==> config.mk <==
export PLATFORM = sky130hd
export DESIGN_NAME = supply_monitor_trim_control
export DESIGN_NICKNAME = d
export VERILOG_FILES = /design/src/common/smt_pkg.sv /design/src/smt_sync.sv /design/src/smt_sticky.sv /design/src/supply_monitor_trim_control.sv
export SDC_FILE = /design/constraint.sdc
export NUM_CORES = 1
export LEC_CHECK = 0
export CAP_MARGIN = 25
export CORE_MARGIN = 2
export CORE_UTILIZATION = 59
export CTS_BUF_LIST = sky130_fd_sc_hd__clkbuf_4 sky130_fd_sc_hd__clkbuf_8 sky130_fd_sc_hd__clkbuf_16
export DETAILED_ROUTE_END_ITERATION = 8
export DONT_BUFFER_PORTS = 1
export GPL_TIMING_DRIVEN = 0
export PLACE_DENSITY_LB_ADDON = 0.08
export SYNTH_ARGS = -nofsm -noshare
export SYNTH_HDL_FRONTEND = slang
export SYNTH_SLANG_ARGS = --single-unit
==> constraint.sdc <==
create_clock -name core_clk -period 4.9 [get_ports core_clk]
set_clock_uncertainty 0.2 [all_clocks]
set_input_delay 0.245 -clock core_clk [delete_from_list [all_inputs] [get_ports core_clk]]
set_output_delay 0.245 -clock core_clk [all_outputs]
set_load 0.005 [all_outputs]
==> src/common/smt_pkg.sv <==
package smt_pkg;

    // Register indices as printed (0xe3 and 0xea are not multiples of four)
    localparam logic [7:0] SMT_IDX_MON_CTRL = 8'he3;
    localparam logic [7:0] SMT_IDX_REF_TRIM = 8'hea;
    // Interrupt block and monitor state indices
    localparam logic [7:0] SMT_IDX_IRQ_STATUS = 8'hf0;
    localparam logic [7:0] SMT_IDX_IRQ_ENABLE = 8'hf1;
    localparam logic [7:0] SMT_IDX_IRQ_CLEAR = 8'hf2;
    localparam logic [7:0] SMT_IDX_MON_STATE = 8'hf3;

    localparam int SMT_IDX_BITS = 8;
    localparam int SMT_ADDR_BITS = 12;

    // Field positions
    localparam int SMT_TRIP_LSB = 0;
    localparam int SMT_TRIP_MSB = 2;
    localparam int SMT_PUMP_DIS_BIT = 7;
    localparam int SMT_DIV_DIS_BIT = 7;
    localparam int SMT_TEMP_LSB = 4;
    localparam int SMT_TEMP_MSB = 6;
    localparam int SMT_OFFS_LSB = 0;
    localparam int SMT_OFFS_MSB = 3;

    // Reset values and monitor write mask
    localparam logic [7:0] SMT_MON_CTRL_RST = 8'h00;
    localparam logic [7:0] SMT_MON_CTRL_WMASK = 8'h87;
    localparam logic [1:0] SMT_IRQ_EN_RST = 2'h0;

    // Interrupt status bits
    localparam int SMT_EV_LOW = 0;
    localparam int SMT_EV_RECOVER = 1;
    localparam int SMT_EV_NUM = 2;

    typedef struct packed {
        logic pumpDisable;
        logic [3:0] reserved;
        logic [2:0] tripSelect;
    } smt_mon_ctrl_t;

    typedef struct packed {
        logic dividerDisable;
        logic [2:0] temperatureTrim;
        logic [3:0] offsetTrim;
    } smt_ref_trim_t;

    // Analogue-facing controls
    typedef struct packed {
        logic [2:0] compTripSelect;
        logic [2:0] pumpTargetSelect;
        logic pumpEnable;
        smt_ref_trim_t refTrim;
    } smt_analog_ctrl_t;

endpackage : smt_pkg

==> src/smt_sync.sv <==
`timescale 1ns/10ps
`default_nettype none
module smt_sync
    import smt_pkg::*;
(
    input wire logic core_clk,
    input wire logic srst,
    input wire logic clkEn,
    input wire logic asyncIn,
    output logic syncOut
);
    logic stage1_r;

    // Stage one feeds only stage two
    always_ff @(posedge core_clk)
    begin
        if (srst)
        begin
            stage1_r <= 1'b0;
            syncOut <= 1'b0;
        end
        else if (clkEn)
        begin
            stage1_r <= asyncIn;
            syncOut <= stage1_r;
        end
    end
endmodule : smt_sync
`default_nettype wire

==> src/smt_sticky.sv <==
`timescale 1ns/10ps
`default_nettype none
module smt_sticky
    import smt_pkg::*;
(
    input wire logic core_clk,
    input wire logic srst,
    input wire logic clkEn,
    input wire logic setIn,
    input wire logic clrIn,
    output logic flag_r
);
    // Set wins over a clear in the same cycle
    always_ff @(posedge core_clk)
    begin
        if (srst)
        begin
            flag_r <= 1'b0;
        end
        else if (clkEn)
        begin
            if (setIn)
            begin
                flag_r <= 1'b1;
            end
            else if (clrIn)
            begin
                flag_r <= 1'b0;
            end
        end
    end
endmodule : smt_sticky
`default_nettype wire

==> src/supply_monitor_trim_control.sv <==
// Notes on behaviour
// - The interrupt rises while the comparator says the supply is below the chosen trip level.
// - The three low bits of the monitor control register pick one of eight comparator trip levels.
// - The same three bits drive the pump target selection.
// - Monitoring and interrupts ignore sleep and keep running.
// - Bit 7 of the monitor control register disables the pump when set; zero is the default.
// - Bits 6 to 3 of the monitor control register are reserved and the whole register resets to zero.
// - During reset the core is held off and the pump enable stays active.
// - In sleep the pump enable stays asserted unless firmware disabled it.
// - Reset loads the reference trim register with the factory five-volt value.
// - Trim bit 7 is a test-only divider disable, bits 6 to 4 temperature trim, bits 3 to 0 offset.
`timescale 1ns/10ps
`default_nettype none
module supply_monitor_trim_control
    import smt_pkg::*;
#(
    parameter logic [7:0] FACTORY_TRIM_5V = 8'h48
)
(
    input wire logic core_clk,
    input wire logic srst,
    input wire logic clkEn,
    // APB slave
    input wire logic psel,
    input wire logic penable,
    input wire logic pwrite,
    input wire logic [SMT_ADDR_BITS-1:0] paddr,
    input wire logic [31:0] pwdata,
    input wire logic [3:0] pstrb,
    output logic [31:0] prdata,
    output logic pready,
    output logic pslverr,
    // Analogue side
    input wire logic sleepActive,
    input wire logic compBelowTrip,
    input wire logic irqAck,
    output logic lowVoltIrq,
    output logic coreHoldOff,
    output smt_analog_ctrl_t analogCtrl,
    // Combined interrupt
    output logic irqOut
);

    ////////////////////////////////////////////////////////////////////////////////
    // Bus decode

    logic [SMT_IDX_BITS-1:0] regIdx;
    logic idxAligned;
    logic access;
    logic wrEn;
    logic hitMon;
    logic hitTrim;
    logic hitStat;
    logic hitEn;
    logic hitClr;
    logic hitState;
    logic mapped;

    assign regIdx = paddr[SMT_IDX_BITS+1:2];
    assign idxAligned = (paddr[1:0] == 2'h0);
    assign access = psel && penable;

    // One hit line per mapped index; a misaligned address hits nothing
    always_comb
    begin
        hitMon = 1'b0;
        hitTrim = 1'b0;
        hitStat = 1'b0;
        hitEn = 1'b0;
        hitClr = 1'b0;
        hitState = 1'b0;
        mapped = 1'b0;
        if (idxAligned)
        begin
            mapped = 1'b1;
            case (regIdx)
                SMT_IDX_MON_CTRL: hitMon = 1'b1;
                SMT_IDX_REF_TRIM: hitTrim = 1'b1;
                SMT_IDX_IRQ_STATUS: hitStat = 1'b1;
                SMT_IDX_IRQ_ENABLE: hitEn = 1'b1;
                SMT_IDX_IRQ_CLEAR: hitClr = 1'b1;
                SMT_IDX_MON_STATE: hitState = 1'b1;
                default: mapped = 1'b0;
            endcase
        end
    end

    // Zero wait states: every access completes in its first access cycle
    assign pready = 1'b1;
    // Unmapped or misaligned accesses get an error response
    assign pslverr = access && !mapped;
    assign wrEn = access && pwrite && mapped && pstrb[0] && clkEn;

    ////////////////////////////////////////////////////////////////////////////////
    // Control registers

    smt_mon_ctrl_t monCtrl_r;
    smt_ref_trim_t refTrim_r;
    logic trimLoaded_r;
    smt_mon_ctrl_t monCtrl_nxt;
    smt_ref_trim_t refTrim_nxt;

    // Reserved monitor bits are never stored
    always_comb
    begin
        monCtrl_nxt.pumpDisable = pwdata[SMT_PUMP_DIS_BIT];
        monCtrl_nxt.reserved = 4'h0;
        monCtrl_nxt.tripSelect = pwdata[SMT_TRIP_MSB:SMT_TRIP_LSB];
    end

    always_comb
    begin
        refTrim_nxt.dividerDisable = pwdata[SMT_DIV_DIS_BIT];
        refTrim_nxt.temperatureTrim = pwdata[SMT_TEMP_MSB:SMT_TEMP_LSB];
        refTrim_nxt.offsetTrim = pwdata[SMT_OFFS_MSB:SMT_OFFS_LSB];
    end

    always_ff @(posedge core_clk)
    begin
        if (srst)
        begin
            monCtrl_r <= SMT_MON_CTRL_RST;
        end
        else if (wrEn && hitMon)
        begin
            monCtrl_r <= monCtrl_nxt;
        end
    end

    // Factory value loaded during reset; trim writes are ignored on the first clock after reset release
    always_ff @(posedge core_clk)
    begin
        if (srst)
        begin
            trimLoaded_r <= 1'b0;
        end
        else if (clkEn)
        begin
            trimLoaded_r <= 1'b1;
        end
    end

    always_ff @(posedge core_clk)
    begin
        if (srst)
        begin
            refTrim_r <= FACTORY_TRIM_5V;
        end
        else if (wrEn && hitTrim && trimLoaded_r)
        begin
            refTrim_r <= refTrim_nxt;
        end
    end

    ////////////////////////////////////////////////////////////////////////////////
    // Comparator and events, never gated by sleepActive

    logic compSync;
    logic compPrev_r;
    logic lowHold_r;
    logic [SMT_EV_NUM-1:0] evSet;
    logic [SMT_EV_NUM-1:0] evClr;
    logic [SMT_EV_NUM-1:0] status;
    logic [SMT_EV_NUM-1:0] irqEn_r;

    smt_sync u_comp_sync (
        .core_clk(core_clk),
        .srst(srst),
        .clkEn(clkEn),
        .asyncIn(compBelowTrip),
        .syncOut(compSync)
    );

    always_ff @(posedge core_clk)
    begin
        if (srst)
        begin
            compPrev_r <= 1'b0;
        end
        else if (clkEn)
        begin
            compPrev_r <= compSync;
        end
    end

    ////////////////////////////////////////////////////////////////////////////////
    // Low-voltage request

    // Request holds until acknowledged; an acknowledge is ignored while the supply is still low
    always_ff @(posedge core_clk)
    begin
        if (srst)
        begin
            lowHold_r <= 1'b0;
        end
        else if (clkEn)
        begin
            if (compSync)
            begin
                lowHold_r <= 1'b1;
            end
            else if (irqAck)
            begin
                lowHold_r <= 1'b0;
            end
        end
    end

    assign lowVoltIrq = lowHold_r;

    ////////////////////////////////////////////////////////////////////////////////
    // Interrupt status and enables

    // Entry and recovery edges of the synchronised comparator
    assign evSet[SMT_EV_LOW] = compSync && !compPrev_r;
    assign evSet[SMT_EV_RECOVER] = !compSync && compPrev_r;
    assign evClr = (wrEn && hitClr) ? pwdata[SMT_EV_NUM-1:0] : '0;

    genvar gi;
    generate
        for (gi = 0; gi < SMT_EV_NUM; gi++)
        begin : g_ev
            smt_sticky u_sticky (
                .core_clk(core_clk),
                .srst(srst),
                .clkEn(clkEn),
                .setIn(evSet[gi]),
                .clrIn(evClr[gi]),
                .flag_r(status[gi])
            );
        end
    endgenerate

    always_ff @(posedge core_clk)
    begin
        if (srst)
        begin
            irqEn_r <= SMT_IRQ_EN_RST;
        end
        else if (wrEn && hitEn)
        begin
            irqEn_r <= pwdata[SMT_EV_NUM-1:0];
        end
    end

    assign irqOut = |(status & irqEn_r);

    ////////////////////////////////////////////////////////////////////////////////
    // Read data; control and trim registers are write-only and read zero

    logic [31:0] rdData_nxt;
    logic rdSetup;

    // Read data is captured in the setup cycle so it stands through the access phase
    assign rdSetup = psel && !penable && !pwrite;

    always_comb
    begin
        rdData_nxt = 32'h0000_0000;
        if (hitStat)
        begin
            rdData_nxt[SMT_EV_NUM-1:0] = status;
        end
        else if (hitEn)
        begin
            rdData_nxt[SMT_EV_NUM-1:0] = irqEn_r;
        end
        else if (hitState)
        begin
            rdData_nxt[1:0] = {sleepActive, compSync};
        end
    end

    always_ff @(posedge core_clk)
    begin
        if (srst)
        begin
            prdata <= 32'h0000_0000;
        end
        else if (clkEn && rdSetup)
        begin
            prdata <= rdData_nxt;
        end
    end

    ////////////////////////////////////////////////////////////////////////////////
    // Analogue controls

    always_comb
    begin
        analogCtrl.compTripSelect = monCtrl_r.tripSelect;
        analogCtrl.pumpTargetSelect = monCtrl_r.tripSelect;
        // Pump forced on in reset; sleep does not alter it
        analogCtrl.pumpEnable = srst || !monCtrl_r.pumpDisable;
        analogCtrl.refTrim = refTrim_r;
    end

    // Core stays held off for as long as reset is applied
    assign coreHoldOff = srst;

endmodule : supply_monitor_trim_control
`default_nettype wire

==> out/metrics.yaml <==
outcome:
  status: "finished, final reports clean"
detailed_routing:
  wl_mm: 3.16
  routedWlPerCell_um: 13.2
  vias: 1199
  firstDrtPassIters: 4
  via_per_inst: 5.00
  ant_nets: 0
  drt-initial-drc-count: 27
  drcViolationCount: 0
setup_path:
  rr_startpoint: "trimLoaded_r"
  critical_path.slowest_cell: "nor4_4"
  cp.required_ps: 4970
  rrSetupSlack_ps: 2690
  arrival_ps: 3040
  path_cells: "dlygate4sd3_1 > buf_6 > nand2_4 > or4_4 > nor4_4 > mux2i_1 > dlygate4sd3_1"
  crit_family: "buffers and inverters"
  slowest_delay_ps: 680
  crit_type: "in2reg"
  cpMostUsedCell: "dlygate4sd3_1"
  timing.critical_path.buf_inv: 3
  cp-end-kind: "flop"
  reg2regPathDepth: 4
  worstReg2RegEnd: "analogCtrl[4]"
  startpoint_type: "input port"
  cp_max_fo: 9
clocking:
  clk_pin_slew_ps: 120
  cts_setup_buffers: 0
  clock_latency_ps: 310
  post_cts_resized: 0
  cts-root-buf: "clkbuf_4"
  cts.path.max_buffers: 2
  htreeDepth: 1
  holdBufCountCts: 21
  numCtsBuffers: 3
  cts.sinks: 23
  cts_tree: "yes"
synth:
  synth.most_common_cell: "buf_4"
  synth_top_area_share_pct: 32.4
  synth_seq_area_share_pct: 32.4
  yosys_register_bits: 23
  synth_cell_type_count: 34
  syn_inst: 158
  synth_top_flop_cell: "dfxtp_1"
  netlist_top_cells_area: "dfxtp_1 (32%), buf_4 (20%), mux2i_1 (11%), nand2b_1 (9.2%), nor2_1 (2.4%)"
  synthTopCellsByCount: "buf_4 (38), dfxtp_1 (23), nand2b_1 (21)"
  synth_area_mm2: 0.00142
  syn_avg_cell_area_um2: 9.00
  async_reset_ff_share_pct: 0
  yosys.area.top_type: "dfxtp_1"
  synth_edf_count: 0
  synth.yosys.warnings: 0
placement:
  place_area_mm2: 0.00157
  dpl_worst_slack_ps: 2720
  place_congestion: 0.899
  hpwl_mm: 2.21
  io_buffers: 0
cells_and_area:
  nFillCells: 169
  fin_area_mm2: 0.00181
  utilization_pct: 80.1
  diodes: 0
  layout.nets: 270
  area_delta_synth_final_pct: 27.0
  drive_above_1_share_pct: 22.2
min_path:
  hp-start: "paddr[0]"
  hold_depth: 4
  min_path_type: "in2reg"
  hold_end: "irqEn_r[0]"
power_and_ir_drop:
  leakagePower_nw: 0.817
  power_per_cell_area_mw_per_mm2: 189
  vdd_ir_drop_max_mv: 0.207
global_routing:
  antenna_found_initial: 0
  met3_usage_pct: 3.39
  use_met2_pct: 40.0
  grt_max_degree: 13
  top_usage_layer: "met2"
  grt_overflow: 0
  grt_pass1_vias: 1039
  met1_usage_pct: 25.7
  track_usage_pct: 22.5
  grt_pass1_wl_mm: 4.57
die:
  design.die.area_mm2: 0.00282
  die_height_um: 53.1
  rows: 17
  initial_utilization_pct: 63.1
  fp.coreArea_mm2: 0.00225
  io_pins: 109
  die_w_um: 53.1
sta:
  fmax_mhz: 336
  worst_slack_ps: 1920
  worst_pin_slew_ps: 781
  setup_viol: 0
  drv_slew: 0
  rsz0062_at_grt: "no"
  final_hold_viol_count: 0
  finalCritPeriodShare_pct: 60.7
  tns_ps: 0
  slew_headroom_pct: 47.5
  fin_crit_ps: 2980
run:
  drv_cap: 0
tightest hold or removal path, cell delays in order:
cell	delay, ps
nor3_1	40
nand2_1	70
nor3_1	70
mux2i_1	120
how the worst max path moves through the flow:
| stage | startpoint | to | cells past startpoint |
|---|---|---|---|
| after global placement | clkEn | analogCtrl[0] | 5 |
| after global routing | clkEn | analogCtrl[4] | 7 |
| after floorplan | clkEn | analogCtrl[0] | 5 |
| after CTS | clkEn | analogCtrl[4] | 7 |
| after detailed placement | clkEn | analogCtrl[7] | 5 |
| final | clkEn | analogCtrl[4] | 7 |
state kept, by name (all words and copies together), names as in the netlist, 2 cells and up:
register / flops
prdata: 2
g_ev.u_sticky.flag_r: 2
analogCtrl: 11
irqEn_r: 2
kinds of logic after synthesis:
logic type             share of synthesized area, %
AND/OR/NAND/NOR                                25.6
buffers and inverters                          22.2
flip-flops                                     32.4
multiplexers                                   11.3
AO/OA/AOI/OAI                                  7.48
other                                         0.528
XOR/XNOR                                      0.616
cell usage in the layout (no fill, tap or decap), types with 3 or more instances in the layout:
cell type,n
clkbuf_1,5
mux2i_1,16
conb_1,31
nand2b_1,21
nand3b_1,3
nor2_1,9
dfxtp_1,23
dlygate4sd3_1,21
clkbuf_4,4
buf_4,38
nand2_1,7
metal layers:
metal	part of all wire [%]	wire length [um]
met5	0	0
met4	1.8	56
met3	9.2	291
met2	50	1590
met1	39	1230
report_power, final:
| part | switching [W] | internal [W] | leakage [nW] | total [W] |
|---|---|---|---|---|
| Sequential | 0.00000133 | 0.000189 | 0.186 | 0.000190 |
| Clock | 0.0000556 | 0.0000373 | 0.0184 | 0.0000929 |
| Combinational | 0.0000240 | 0.0000339 | 0.613 | 0.0000579 |
| Total | 0.0000809 | 0.000260 | 0.817 | 0.000341 |
final cells by class:
| cell class | count | area (um^2) | area share [%] |
|---|---|---|---|
| Sequential cell | 23 | 460 | 25.5 |
| Buffer | 44 | 315 | 17.5 |
| Clock buffer | 4 | 30.0 | 1.66 |
| Multi-Input combinational cell | 120 | 756 | 41.8 |
| Tap cell | 28 | 35.0 | 1.94 |
| Timing Repair Buffer | 21 | 210 | 11.6 |
through the flow:
| stage | power (W) | hold WS [ps] | std cells |
|---|---|---|---|
| 2_1_floorplan | 0.000236 | 154 | 187 |
| 3_3_place_gp | 0.000239 | 156 | 215 |
| 3_5_place_dp | 0.000240 | 161 | 215 |
| 4_1_cts | 0.000341 | 69.4 | 240 |
| 5_1_grt | 0.000356 | 89.0 | 240 |
| 6_report | 0.000341 | 80.5 | 240 |
Note: power is estimated with default switching activity, not from simulation.
